--- src/wtc_pkg.sv ---
// Purpose: Shared constants for the wait timer and threshold compare block
// Assumes: Register addresses are the byte offsets seen by the serial front end
// Notes: Timing counts derive from the 40 ns system clock period
package wtc_pkg;
	// Register offsets
	localparam logic [7:0] ADDR_WAIT_DURATION = 8'h83;
	localparam logic [7:0] ADDR_LIGHT_LOW_LO = 8'h84;
	localparam logic [7:0] ADDR_LIGHT_LOW_HI = 8'h85;
	localparam logic [7:0] ADDR_LIGHT_HIGH_LO = 8'h86;
	localparam logic [7:0] ADDR_LIGHT_HIGH_HI = 8'h87;
	localparam logic [7:0] ADDR_NEAR_LOW_LO = 8'h88;
	localparam logic [7:0] ADDR_NEAR_LOW_HI = 8'h89;
	localparam logic [7:0] ADDR_NEAR_HIGH_LO = 8'h8a;
	localparam logic [7:0] ADDR_NEAR_HIGH_HI = 8'h8b;
	// Reset values
	localparam logic [7:0] REG_RESET = 8'h00;
	localparam logic [15:0] LIMIT_RESET = 16'h0000;
	// Field layout of the upper proximity threshold byte and the short-mode result bits
	localparam int NEAR_HI_MSB = 5;
	localparam int NEAR_WIDTH = 14;
	localparam int NEAR_SHORT_MSB = 9;
	localparam int NEAR_SHORT_LSB = 2;
	// Wait timing: one increment in ns and its clock count
	localparam int CLK_PERIOD_NS = 40;
	localparam int WAIT_STEP_NS = 2780000;
	localparam int WAIT_STEP_CYCLES = WAIT_STEP_NS / CLK_PERIOD_NS;
	localparam logic [3:0] LONG_WAIT_FACTOR = 4'hc;
	// Light persistence table: codes above 3 mean 5 x (code - 3) results
	localparam logic [3:0] LIGHT_PERS_LINEAR_MAX = 4'h3;
	localparam logic [2:0] LIGHT_PERS_STEP = 3'h5;
	localparam int PERS_CNT_W = 6;
endpackage

--- src/wtc_persist.sv ---
// Purpose: Persistence filter counting consecutive out-of-range results
// Assumes: eval is a one-cycle pulse per finished conversion
// Notes: A target of zero fires on every evaluated result
`timescale 1ns/1ns
module wtc_persist #(
	parameter int CW = 6
) (
	// Clock and reset
	input wire logic mclk,
	input wire logic rst_n,
	// Result qualification
	input wire logic eval,
	input wire logic out_of_range,
	input wire logic [CW-1:0] target,
	// Event out
	output logic hit
);
	logic [CW-1:0] cnt_q;
	logic [CW-1:0] cnt_d;
	logic at_max;

	// Count saturates so a long run never wraps back onto the target
	assign at_max = &cnt_q;
	assign cnt_d = !out_of_range ? '0 : (at_max ? cnt_q : cnt_q + {{(CW-1){1'b0}}, 1'b1});
	assign hit = eval && ((target == '0) || (out_of_range && cnt_d == target));

	// Counter only moves on a finished conversion
	always_ff @(posedge mclk or negedge rst_n) begin
		if (!rst_n) begin
			cnt_q <= '0;
		end else if (eval) begin
			cnt_q <= cnt_d;
		end
	end
endmodule

--- src/wtc_top.sv ---
// Purpose: Wait timer, light and proximity thresholds, persistence and interrupt pin
// Assumes: The serial front end delivers decoded byte writes and reads
// Notes: Light and proximity results arrive with a one-cycle done pulse
//
// Functional notes
// Wait lasts register value plus one increments of 2.78 ms.
// Wait is timed by a down counter loaded from the wait register.
// Long-wait select stretches every increment twelve times.
// Light low limit bytes form 16 bits; clear result compared as falling limit.
// Clear result below low limit with persistence met sets light flag.
// Light high limit bytes form 16 bits; result above it sets light flag.
// Interrupt pin asserts while light flag and its enable are both set.
// Low byte waits in a shadow; upper byte write latches both together.
// Host writes low byte first, then the high byte right after.
// With pulse control on, proximity low limit is 14 bits from two registers.
// Proximity result below low limit with persistence met sets proximity flag.
// Interrupt pin asserts while proximity flag and its enable are both set.
// Pulse control off gives a 10-bit result; upper limit bytes ignored.
// Pulse control off compares 8-bit low-byte limits to result bits 9:2.
// High limit low byte is the low half of the 14-bit high limit.
// Host writes proximity low byte, then the upper-bits register right after.
// Host keeps bits 7:6 of the upper-bits register at zero.
// Proximity result above 14-bit high limit with persistence sets proximity flag.
// Light persistence counts consecutive outside results, clears when inside.
// Proximity persistence counts consecutive outside results, clears when inside.
// Compares and counters advance once per finished conversion only.
// All limit, shadow and wait registers reset to zero.
`timescale 1ns/1ns
module wtc_top #(
	parameter int STEP_CYCLES = wtc_pkg::WAIT_STEP_CYCLES
) (
	// Clock and reset
	input wire logic mclk,
	input wire logic rst_n,
	// Register access from the serial front end
	input wire logic reg_wr,
	input wire logic reg_rd,
	input wire logic [7:0] reg_addr,
	input wire logic [7:0] reg_wdata,
	output logic [7:0] reg_rdata,
	// Configuration bits held elsewhere
	input wire logic long_wait_select,
	input wire logic pulse_control_off,
	input wire logic [3:0] light_persistence,
	input wire logic [3:0] near_persistence,
	input wire logic light_interrupt_enable,
	input wire logic near_interrupt_enable,
	// Wait sequencing
	input wire logic wait_start,
	output logic wait_busy,
	output logic wait_done,
	// Conversion results
	input wire logic light_done,
	input wire logic [15:0] clear_result,
	input wire logic near_done,
	input wire logic [13:0] near_result,
	// Flag clears from the interrupt clear logic
	input wire logic light_flag_clear,
	input wire logic near_flag_clear,
	// Flags and interrupt pin
	output logic light_interrupt_flag,
	output logic near_interrupt_flag,
	output logic int_n
);
	localparam int SW = $clog2(STEP_CYCLES + 1);
	localparam logic [SW-1:0] STEP_LAST = SW'(STEP_CYCLES - 1);
	localparam int CW = wtc_pkg::PERS_CNT_W;

	// Raw register bytes as written
	logic [7:0] wait_duration_q;
	logic [7:0] light_low_limit_lo_q;
	logic [7:0] light_low_limit_hi_q;
	logic [7:0] light_high_limit_lo_q;
	logic [7:0] light_high_limit_hi_q;
	logic [7:0] near_low_limit_lo_q;
	logic [7:0] near_low_limit_hi_q;
	logic [7:0] near_high_limit_lo_q;
	logic [7:0] near_high_limit_hi_q;
	// Effective limits, updated only on the upper byte write
	logic [15:0] light_low_eff_q;
	logic [15:0] light_high_eff_q;
	logic [13:0] near_low_eff_q;
	logic [13:0] near_high_eff_q;
	// Wait timer state
	logic [SW-1:0] step_q;
	logic [3:0] sub_q;
	logic [7:0] inc_q;
	logic wait_busy_q;
	logic wait_done_q;
	// Flags and pin
	logic light_flag_q;
	logic near_flag_q;
	logic int_n_q;
	logic [7:0] rdata_q;

	// Write decode
	logic wr_wait;
	logic wr_llo;
	logic wr_lhi;
	logic wr_hlo;
	logic wr_hhi;
	logic wr_nllo;
	logic wr_nlhi;
	logic wr_nhlo;
	logic wr_nhhi;
	assign wr_wait = reg_wr && reg_addr == wtc_pkg::ADDR_WAIT_DURATION;
	assign wr_llo = reg_wr && reg_addr == wtc_pkg::ADDR_LIGHT_LOW_LO;
	assign wr_lhi = reg_wr && reg_addr == wtc_pkg::ADDR_LIGHT_LOW_HI;
	assign wr_hlo = reg_wr && reg_addr == wtc_pkg::ADDR_LIGHT_HIGH_LO;
	assign wr_hhi = reg_wr && reg_addr == wtc_pkg::ADDR_LIGHT_HIGH_HI;
	assign wr_nllo = reg_wr && reg_addr == wtc_pkg::ADDR_NEAR_LOW_LO;
	assign wr_nlhi = reg_wr && reg_addr == wtc_pkg::ADDR_NEAR_LOW_HI;
	assign wr_nhlo = reg_wr && reg_addr == wtc_pkg::ADDR_NEAR_HIGH_LO;
	assign wr_nhhi = reg_wr && reg_addr == wtc_pkg::ADDR_NEAR_HIGH_HI;

	// Read select; unmapped offsets read as zero
	logic [7:0] rd_sel;
	always_comb begin
		if (reg_addr == wtc_pkg::ADDR_WAIT_DURATION) begin
			rd_sel = wait_duration_q;
		end else if (reg_addr == wtc_pkg::ADDR_LIGHT_LOW_LO) begin
			rd_sel = light_low_limit_lo_q;
		end else if (reg_addr == wtc_pkg::ADDR_LIGHT_LOW_HI) begin
			rd_sel = light_low_limit_hi_q;
		end else if (reg_addr == wtc_pkg::ADDR_LIGHT_HIGH_LO) begin
			rd_sel = light_high_limit_lo_q;
		end else if (reg_addr == wtc_pkg::ADDR_LIGHT_HIGH_HI) begin
			rd_sel = light_high_limit_hi_q;
		end else if (reg_addr == wtc_pkg::ADDR_NEAR_LOW_LO) begin
			rd_sel = near_low_limit_lo_q;
		end else if (reg_addr == wtc_pkg::ADDR_NEAR_LOW_HI) begin
			rd_sel = near_low_limit_hi_q;
		end else if (reg_addr == wtc_pkg::ADDR_NEAR_HIGH_LO) begin
			rd_sel = near_high_limit_lo_q;
		end else if (reg_addr == wtc_pkg::ADDR_NEAR_HIGH_HI) begin
			rd_sel = near_high_limit_hi_q;
		end else begin
			rd_sel = 8'h00;
		end
	end

	// Raw byte storage; the low bytes double as the shadow buffers
	always_ff @(posedge mclk or negedge rst_n) begin
		if (!rst_n) begin
			wait_duration_q <= wtc_pkg::REG_RESET;
			light_low_limit_lo_q <= wtc_pkg::REG_RESET;
			light_low_limit_hi_q <= wtc_pkg::REG_RESET;
			light_high_limit_lo_q <= wtc_pkg::REG_RESET;
			light_high_limit_hi_q <= wtc_pkg::REG_RESET;
			near_low_limit_lo_q <= wtc_pkg::REG_RESET;
			near_low_limit_hi_q <= wtc_pkg::REG_RESET;
			near_high_limit_lo_q <= wtc_pkg::REG_RESET;
			near_high_limit_hi_q <= wtc_pkg::REG_RESET;
		end else begin
			if (wr_wait) wait_duration_q <= reg_wdata;
			if (wr_llo) light_low_limit_lo_q <= reg_wdata;
			if (wr_lhi) light_low_limit_hi_q <= reg_wdata;
			if (wr_hlo) light_high_limit_lo_q <= reg_wdata;
			if (wr_hhi) light_high_limit_hi_q <= reg_wdata;
			if (wr_nllo) near_low_limit_lo_q <= reg_wdata;
			if (wr_nlhi) near_low_limit_hi_q <= reg_wdata;
			if (wr_nhlo) near_high_limit_lo_q <= reg_wdata;
			if (wr_nhhi) near_high_limit_hi_q <= reg_wdata;
		end
	end

	// Atomic latch of each limit pair on its upper byte write
	// A lone low byte write disturbs only the short-mode proximity compare
	always_ff @(posedge mclk or negedge rst_n) begin
		if (!rst_n) begin
			light_low_eff_q <= wtc_pkg::LIMIT_RESET;
			light_high_eff_q <= wtc_pkg::LIMIT_RESET;
			near_low_eff_q <= '0;
			near_high_eff_q <= '0;
		end else begin
			if (wr_lhi) light_low_eff_q <= {reg_wdata, light_low_limit_lo_q};
			if (wr_hhi) light_high_eff_q <= {reg_wdata, light_high_limit_lo_q};
			if (wr_nlhi) near_low_eff_q <= {reg_wdata[wtc_pkg::NEAR_HI_MSB:0], near_low_limit_lo_q};
			if (wr_nhhi) near_high_eff_q <= {reg_wdata[wtc_pkg::NEAR_HI_MSB:0], near_high_limit_lo_q};
		end
	end

	// Wait timer: step prescaler, long-wait sub count, increment down counter
	logic step_end;
	logic sub_end;
	logic [3:0] sub_load;
	assign step_end = step_q == '0;
	assign sub_end = sub_q == 4'h0;
	assign sub_load = long_wait_select ? wtc_pkg::LONG_WAIT_FACTOR - 4'h1 : 4'h0;

	always_ff @(posedge mclk or negedge rst_n) begin
		if (!rst_n) begin
			step_q <= '0;
			sub_q <= 4'h0;
			inc_q <= 8'h00;
			wait_busy_q <= 1'b0;
			wait_done_q <= 1'b0;
		end else begin
			wait_done_q <= 1'b0;
			if (wait_start && !wait_busy_q) begin
				inc_q <= wait_duration_q;
				sub_q <= sub_load;
				step_q <= STEP_LAST;
				wait_busy_q <= 1'b1;
			end else if (wait_busy_q) begin
				if (!step_end) begin
					step_q <= step_q - SW'(1);
				end else begin
					step_q <= STEP_LAST;
					if (!sub_end) begin
						sub_q <= sub_q - 4'h1;
					end else if (inc_q != 8'h00) begin
						inc_q <= inc_q - 8'h01;
						sub_q <= sub_load;
					end else begin
						wait_busy_q <= 1'b0;
						wait_done_q <= 1'b1;
					end
				end
			end
		end
	end

	// Light range check against the clear channel
	logic light_below;
	logic light_above;
	logic light_out;
	assign light_below = clear_result < light_low_eff_q;
	assign light_above = clear_result > light_high_eff_q;
	assign light_out = light_below || light_above;

	// Proximity range check; short mode uses low-byte registers against bits 9:2
	logic [7:0] near_short;
	logic near_below;
	logic near_above;
	logic near_out;
	assign near_short = near_result[wtc_pkg::NEAR_SHORT_MSB:wtc_pkg::NEAR_SHORT_LSB];
	assign near_below = pulse_control_off ? near_short < near_low_limit_lo_q
		: near_result < near_low_eff_q;
	assign near_above = pulse_control_off ? near_short > near_high_limit_lo_q
		: near_result > near_high_eff_q;
	assign near_out = near_below || near_above;

	// Light persistence targets: 0..3 direct, then steps of five
	logic [CW-1:0] light_target;
	logic [CW-1:0] near_target;
	// Operands are widened before the multiply so code 15 gives 60 rather than a 4-bit wrap
	assign light_target = light_persistence <= wtc_pkg::LIGHT_PERS_LINEAR_MAX ? CW'(light_persistence)
		: CW'(light_persistence - wtc_pkg::LIGHT_PERS_LINEAR_MAX) * CW'(wtc_pkg::LIGHT_PERS_STEP);
	assign near_target = CW'(near_persistence);

	// Persistence filters run only on finished conversions
	logic light_hit;
	logic near_hit;
	wtc_persist #(
		.CW(CW)
	) u_light_pers (
		.mclk(mclk),
		.rst_n(rst_n),
		.eval(light_done),
		.out_of_range(light_out),
		.target(light_target),
		.hit(light_hit)
	);
	wtc_persist #(
		.CW(CW)
	) u_near_pers (
		.mclk(mclk),
		.rst_n(rst_n),
		.eval(near_done),
		.out_of_range(near_out),
		.target(near_target),
		.hit(near_hit)
	);

	// Sticky flags; a hit in the clearing cycle wins so no event is lost
	logic light_flag_d;
	logic near_flag_d;
	assign light_flag_d = light_hit || (light_flag_q && !light_flag_clear);
	assign near_flag_d = near_hit || (near_flag_q && !near_flag_clear);

	always_ff @(posedge mclk or negedge rst_n) begin
		if (!rst_n) begin
			light_flag_q <= 1'b0;
			near_flag_q <= 1'b0;
			int_n_q <= 1'b1;
		end else begin
			light_flag_q <= light_flag_d;
			near_flag_q <= near_flag_d;
			int_n_q <= !((light_flag_d && light_interrupt_enable)
				|| (near_flag_d && near_interrupt_enable));
		end
	end

	// Read data is registered; it holds until the next read
	always_ff @(posedge mclk or negedge rst_n) begin
		if (!rst_n) begin
			rdata_q <= 8'h00;
		end else if (reg_rd) begin
			rdata_q <= rd_sel;
		end
	end

	// Outputs straight from flops
	assign reg_rdata = rdata_q;
	assign wait_busy = wait_busy_q;
	assign wait_done = wait_done_q;
	assign light_interrupt_flag = light_flag_q;
	assign near_interrupt_flag = near_flag_q;
	assign int_n = int_n_q;
endmodule

--- config.mk ---
export PLATFORM = sky130hd
export DESIGN_NAME = wtc_top
export DESIGN_NICKNAME = d
export VERILOG_FILES = /design/src/wtc_pkg.sv /design/src/wtc_persist.sv /design/src/wtc_top.sv
export SDC_FILE = /design/constraint.sdc
export NUM_CORES = 1
export LEC_CHECK = 0
export ABC_CLOCK_PERIOD_IN_PS = 4250
export BUFFER_PORTS_ARGS = -buffer_cell sky130_fd_sc_hd__buf_2
export CAP_MARGIN = 20
export CORE_ASPECT_RATIO = 0.8
export CORE_MARGIN = 2
export CORE_UTILIZATION = 50
export DETAILED_ROUTE_END_ITERATION = 8
export PLACE_DENSITY = 0.73
export SLEW_MARGIN = 20
export SYNTH_ARGS = -nofsm -noshare
export SYNTH_HDL_FRONTEND = slang
export SYNTH_HIERARCHICAL = 1
export SYNTH_SLANG_ARGS = --single-unit
--- constraint.sdc ---
create_clock -name mclk -period 4.25 [get_ports mclk]
set_input_delay 1.275 -clock mclk [delete_from_list [all_inputs] [get_ports mclk]]
set_output_delay 1.275 -clock mclk [all_outputs]
set_load 0.03 [all_outputs]
# Word level (Yosys, flattened, before mapping)
# Index checks and enable logic that the tools add are counted.
# W data, S select, Z words.
totals:
  regBits: 186
  latchBits: 0
  ramBits: 0
  rom_bits: 0
  input_bits: 67
  out_inout_bits: 13
  memories: 0
op_classes:
  n_addsub: 6
  n_mul: 1
  div_mod_pow: 0
  magnitude_cmp: 7
  eq_ne: 12
  shifts: 0
  n_mux: 40
  bitwise: 0
  reduce_logical: 42
op_table:
  columns: ["cell", "count"]
  rows:
  - ["$mux W8", 14]
  - ["$eq A8 B8 Y1 const B", 9]
  - ["$mux W17", 3]
  - ["$mux W6", 5]
  - ["$mux W4", 6]
  - ["$logic_and A1 B1 Y1", 18]
  - ["$logic_not A17 Y1", 1]
  - ["$sub A17 B1 Y17 const B", 1]
  - ["$gt A16 B16 Y1", 1]
  - ["$lt A16 B16 Y1", 1]
  - ["$gt A14 B14 Y1", 1]
  - ["$lt A14 B14 Y1", 1]
  - ["$add A6 B1 Y6 const B", 2]
  - ["$logic_not A6 Y1", 2]
  - ["$mux W1", 12]
  - ["$reduce_and A6 Y1", 2]
  - ["$gt A8 B8 Y1", 1]
  - ["$lt A8 B8 Y1", 1]
  - ["$reduce_bool A2 Y1", 4]
  - ["$reduce_bool A8 Y1", 1]
  - ["$sub A8 B1 Y8 const B", 1]
  - ["$logic_or A1 B1 Y1", 7]
  - ["$eq A6 B4 Y1", 1]
  - ["$eq A6 B6 Y1", 1]
  - ["other kinds (9)", 12]

# Depth between registers and ports, before layout
depth:
  depth_word: 12
  depth_mapped: 16
  depth_no_buf: 15

# By module
# The synthesis kept the hierarchy.
by_module_without_submodules:
  columns: ["mod", "instances", "cells_per_inst", "area_each_um2", "seq_area_each_um2"]
  rows:
  - ["wtc_top", 1, 907, 8644.5, 3654.8]
  - ["wtc_persist", 2, 78, 591.8, 150.1]

# Worst setup path after synthesis
# Ideal clock, no wire load.
synth_path:
  kind: "input to register"
  start: "input light_persistence[1]"
  end: "register int_n_q, in the netlist int_n"
  setup_ns: 0.084
  t_arrival_ns: 3.900
  setup_slack_ns: 0.265
  path_stages: 14
  path_buffers: 0
  cell_sequence: "a21oi_1 xor2_1 ha_1 ha_1 fa_1 xnor2_1 o21ai_0 or2b_1 a31oi_1 a211oi_1 nand3_1 o31ai_1 a21o_1 a22oi_1"
synth_via:
  elab_chain_len: 11
  word_cells_on_any_way: 13
  cone_classes: "add/sub (1); mul (1); order compare (1); eq/ne (1); mux (1); reduce/logical (8)"
synth_rtl:
  columns: ["element", "line", "source"]
  rows:
  - ["from (decl)", "wtc_top.sv:44", "input wire logic [3:0] light_persistence,"]
  - ["$sub A4 B2 Y5", "wtc_top.sv:249", ": CW'(light_persistence - wtc_pkg::LIGHT_PERS_LINEAR_MAX) * CW'(wtc_pkg::LIGHT_PERS_STEP);"]
  - ["$mul A6 B3 Y6", "wtc_top.sv:249", null]
  - ["$mux W6 (*)", "wtc_top.sv:248", "assign light_target = light_persistence <= wtc_pkg::LIGHT_PERS_LINEAR_MAX ? CW'(light_persistence)"]
  - ["named net light_target[5]", "wtc_top.sv:245", "logic [CW-1:0] light_target;"]
  - ["$eq A6 B6 Y1", "wtc_persist.sv:25", "assign hit = eval && ((target == '0) || (out_of_range && cnt_d == target));"]
  - ["$logic_and A1 B1 Y1", "wtc_persist.sv:25", null]
  - ["$logic_or A1 B1 Y1 (*)", "wtc_persist.sv:25", null]
  - ["$logic_and A1 B1 Y1 (*)", "wtc_persist.sv:25", null]
  - ["named net light_hit", "wtc_top.sv:253", "logic light_hit;"]
  - ["$logic_or A1 B1 Y1 (*)", "wtc_top.sv:279", "assign light_flag_d = light_hit || (light_flag_q && !light_flag_clear);"]
  - ["named net light_flag_d", "wtc_top.sv:277", "logic light_flag_d;"]
  - ["$logic_and A1 B1 Y1 (*)", "wtc_top.sv:290", "int_n_q <= !((light_flag_d && light_interrupt_enable)"]
  - ["$logic_or A1 B1 Y1 (*)", "wtc_top.sv:291", "|| (near_flag_d && near_interrupt_enable));"]
  - ["$logic_not A1 Y1 (*)", "wtc_top.sv:290", null]
  - ["to (signal assigned)", "wtc_top.sv:290", null]
  - ["to (decl)", "wtc_top.sv:93", "logic int_n_q;"]
# The timed path passes the listed nets; every way through them passes the cells marked *.
# A chain may end at the register's enable or synchronous reset.

# Worst setup path in the final report
layout_path:
  start: "input light_persistence[2]"
  end: "register int_n_q, in the netlist int_n"
# Same word-level chain as after synthesis.

==> results.py <==
metrics = {
    "status": {
        "outcome": "finished, final reports clean",
    },
    "worst_setup_path": {
        "critPathMaxFanout": 5,
        "cp-start-kind": "input pin",
        "worstSetupEndpointType": "register",
        "required_ns": 4.61,
        "arrival_ns": 4.18,
        "crit_type": "input pin to register",
    },
    "layout": {
        "drive_gt1_share_pct": 18.11,
        "finalInstanceArea_mm2": 0.01104,
        "n_fill_cell": 1662,
        "largest-register": "step_q",
        "largest_reg_flops": 17,
        "nets": 1283,
        "syn2layout_area_growth_pct": 12.36,
    },
    "grt": {
        "track_usage_pct": 24.48,
        "grt_first_pass_wirelength_um": 39970,
        "grt_max_degree": 71,
        "antenna_found_initial": 0,
        "grt_pass1_vias": 7589,
        "overflow": 0,
    },
    "synthesis": {
        "avgSynthCellArea_um2": 9.246,
        "synth_area_mm2": 0.009828,
        "ys_seq_elements": 158,
        "syn_inst": 1063,
        "ys_types": 76,
        "synth-seq-area-share_pct": 40.24,
        "ys.flop_type": "dfrtp_1",
        "async_reset_ff_share_pct": 100.0,
        "ys_warn_count": 6,
        "synth_edf_count": 0,
    },
    "timing": {
        "worstMarginPinSlew_ns": 0.9373,
        "hold_viol": 0,
        "slew_viol_final": 0,
        "layout_min_cycle_time_ns": 3.825,
        "min_period_over_period_pct": 90.01,
        "fmax_ghz": 0.2614,
        "setup_viol": 0,
        "fin_worst_skew_ns": 0.01354,
        "slew_headroom_pct": 37.39,
        "rsz0062_at_grt": "false",
    },
    "detailed_routing": {
        "wire_per_inst_um": 17.43,
        "drt_iter0_drc": 819,
        "dr.pass1.iters": 5,
        "antenna_left": 0,
        "vias": 7927,
        "via_per_inst": 5.654,
        "drc": 0,
        "wirelength_um": 24440,
    },
    "cts": {
        "cts_tree": "built",
        "post_cts_buffers": 0,
        "clk_latency_ns": 0.44,
        "clock-sinks": 158,
        "cts_buffers": 17,
        "cts_resized": 0,
        "cts_root_buf": "clkbuf_16",
        "cts.path.max_buffers": 2,
        "clk_transition_reported_paths_ns": 0.07,
        "holdBufCountCts": 0,
        "ctsHtreeMaxLevel": 4,
    },
    "floorplanning": {
        "core_area_mm2": 0.01914,
        "dieArea_mm2": 0.02080,
        "ioPinCount": 80,
        "initial_utilization_pct": 51.34,
        "die_height_um": 129.4,
        "fp-row-count": 45,
        "die_x_um": 160.8,
    },
    "placement": {
        "place_hpwl_um": 18090,
        "gp_congestion": 0.9330,
        "place.port_buffers": 79,
        "dpl-instance-area_mm2": 0.01044,
    },
    "power": {
        "p_switching_mw": 1.391,
        "power.leakage_nw": 5.277,
        "combPwrFrac_pct": 20.6,
        "p_sw_share_pct": 32.06,
        "clkPwrFrac_pct": 36.6,
        "p_int_mw": 2.948,
        "p_seq_share_pct": 42.9,
        "power_density_mw_per_mm2": 392.9,
        "irDropWorstVdd_mv": 0.2239,
        "power_mw": 4.339,
    },
    "min_path": {
        "hp-class": "register to register",
    },
    "job": {
        "cap_viol_max_count": 0,
    },
}
-- layout make-up --
type | instances | area, µm² | share of cell area (%)
clock buffers | 18 | 429.2 | 3.886
well taps | 258 | 322.8 | 2.923
clock inverters | 14 | 173.9 | 1.575
diodes | 1 | 2.502 | 0.02266
repair buffers | 94 | 526.8 | 4.770
inverters | 95 | 356.6 | 3.229
flip-flops and latches | 158 | 3955 | 35.81
multi-input cells | 764 | 5276 | 47.78
-- critical path, cell delays in order --
cell and delay (ns):
buf_2 0.13, a21oi_1 0.24, xor2_1 0.20, ha_1 0.26, ha_1 0.21, fa_1 0.37
xnor2_1 0.22, nand3b_1 0.09, o21ai_0 0.10, or2b_1 0.18, a31oi_1 0.09, a211oi_1 0.24
nand3_1 0.11, o31ai_1 0.26, a21o_1 0.13, a22oi_1 0.06
-- cells in the final DEF (no fill, tap or decap), drive strengths merged, types with 8 or more instances in the layout --
| cell | synthesis | layout |
|---|---|---|
| xnor2 | 19 | 19 |
| a21o | 11 | 11 |
| dfrtp | 157 | 157 |
| mux4 | 8 | 8 |
| a31oi | 9 | 9 |
| nor2b | 13 | 13 |
| and3 | 8 | 8 |
| a21oi | 71 | 71 |
| nand4 | 17 | 17 |
| nand3 | 21 | 21 |
| ha | 85 | 85 |
| inv | 95 | 103 |
| o21ai | 118 | 118 |
| buf | 28 | 94 |
| clkbuf | 23 | 18 |
| mux2 | 44 | 44 |
| nor3 | 19 | 19 |
| nand2 | 137 | 137 |
| o31ai | 13 | 13 |
| nor2 | 66 | 66 |
-- power groups by stage --
stage	clock network [mW]	registers [mW]	logic, mW
finish	1.59	1.86	0.893
global route	1.67	1.88	1.02
CTS	1.60	1.85	0.890
detailed placement	0	1.88	0.881
global placement	0	1.87	0.854
floorplan	0	1.83	0.682
-- final timing paths --
path                                                      end                               start  slack (ns)  depth (start not counted)
setup / recovery                              int_n$_DFF_PN1_                light_persistence[2]        0.42                         16
hold / removal             near_low_limit_hi_q[6]$_DFFE_PN0P_  near_low_limit_hi_q[6]$_DFFE_PN0P_        0.51                          1
setup reg to reg                              int_n$_DFF_PN1_       near_low_eff_q[2]$_DFFE_PN0P_        1.04                         16
hold reg to reg            near_low_limit_hi_q[6]$_DFFE_PN0P_  near_low_limit_hi_q[6]$_DFFE_PN0P_        0.51                          1
max in group asynchronous                     int_n$_DFF_PN1_                               rst_n        2.57                          2
min in group asynchronous                sub_q[1]$_DFFE_PN0P_                               rst_n        0.78                          1
-- metrics by stage --
step | hold slack [ns] | setup slack [ns] | util [%] | setup TNS [ns] | instances
after CTS | 0.5104 | 0.4265 | 57.67 | 0 | 1401
after global placement | 0.4839 | 0.1341 | 54.52 | 0 | 1369
final | 0.5114 | 0.4247 | 57.69 | 0 | 1402
after global routing | 0.5304 | 0.07136 | 57.67 | 0 | 1401
after floorplan | 0.4621 | 0.2654 | - | 0 | 1068
after detailed placement | 0.4875 | -0.03111 | 54.52 | -0.03111 | 1369
-- cells by family after synthesis --
kind of cell / after synthesis / synth area share [%]
and+or+nand+nor: 317 / 16.27
DFF: 158 / 40.24
xor gates and xnor gates: 24 / 2.139
other: 1 / 0.03816
buffers and inverters: 146 / 6.289
muxes: 57 / 7.384
AOI/OAI and AO/OA: 274 / 16.61
adders and majority gates: 86 / 11.02
-- routing by layer --
metal | vias up | track usage (%) | wire, µm
met2 | 248 | 35.73 | 10400
met1 | 3789 | 36.86 | 12110
met3 | 22 | 5.986 | 1684
li1 | 3868 | - | -
met5 | - | 0 | 0
met4 | 0 | 5.725 | 246
-- synthesized netlist by cell type (4+ instances only) --
library cell | n | area, µm²
a2111oi_0 | 4 | 35.03
a211o_1 | 4 | 35.03
a211oi_1 | 6 | 45.04
a21o_1 | 11 | 82.58
a21oi_1 | 70 | 350.3
a222oi_1 | 5 | 50.05
a31oi_1 | 9 | 56.30
a32oi_1 | 5 | 43.79
and3_1 | 4 | 25.02
and3_4 | 4 | 45.04
buf_2 | 17 | 85.08
buf_4 | 5 | 37.54
buf_6 | 4 | 45.04
clkbuf_1 | 23 | 86.33
dfrtp_1 | 157 | 3929
ha_1 | 85 | 1064
inv_1 | 95 | 356.6
mux2_2 | 44 | 495.5
mux2i_1 | 5 | 50.05
mux4_2 | 8 | 180.2
nand2_1 | 134 | 503.0
nand2b_1 | 6 | 37.54
nand3_1 | 19 | 95.09
nand3b_1 | 6 | 45.04
nand4_1 | 16 | 100.1
nor2_1 | 64 | 240.2
nor2b_1 | 13 | 81.33
nor3_1 | 15 | 75.07
o21a_1 | 4 | 30.03
o21ai_0 | 114 | 570.6
o21ai_1 | 4 | 20.02
o31ai_1 | 13 | 97.59
xnor2_1 | 19 | 166.4
xor2_1 | 5 | 43.79
(Power assumes the default switching activity.)
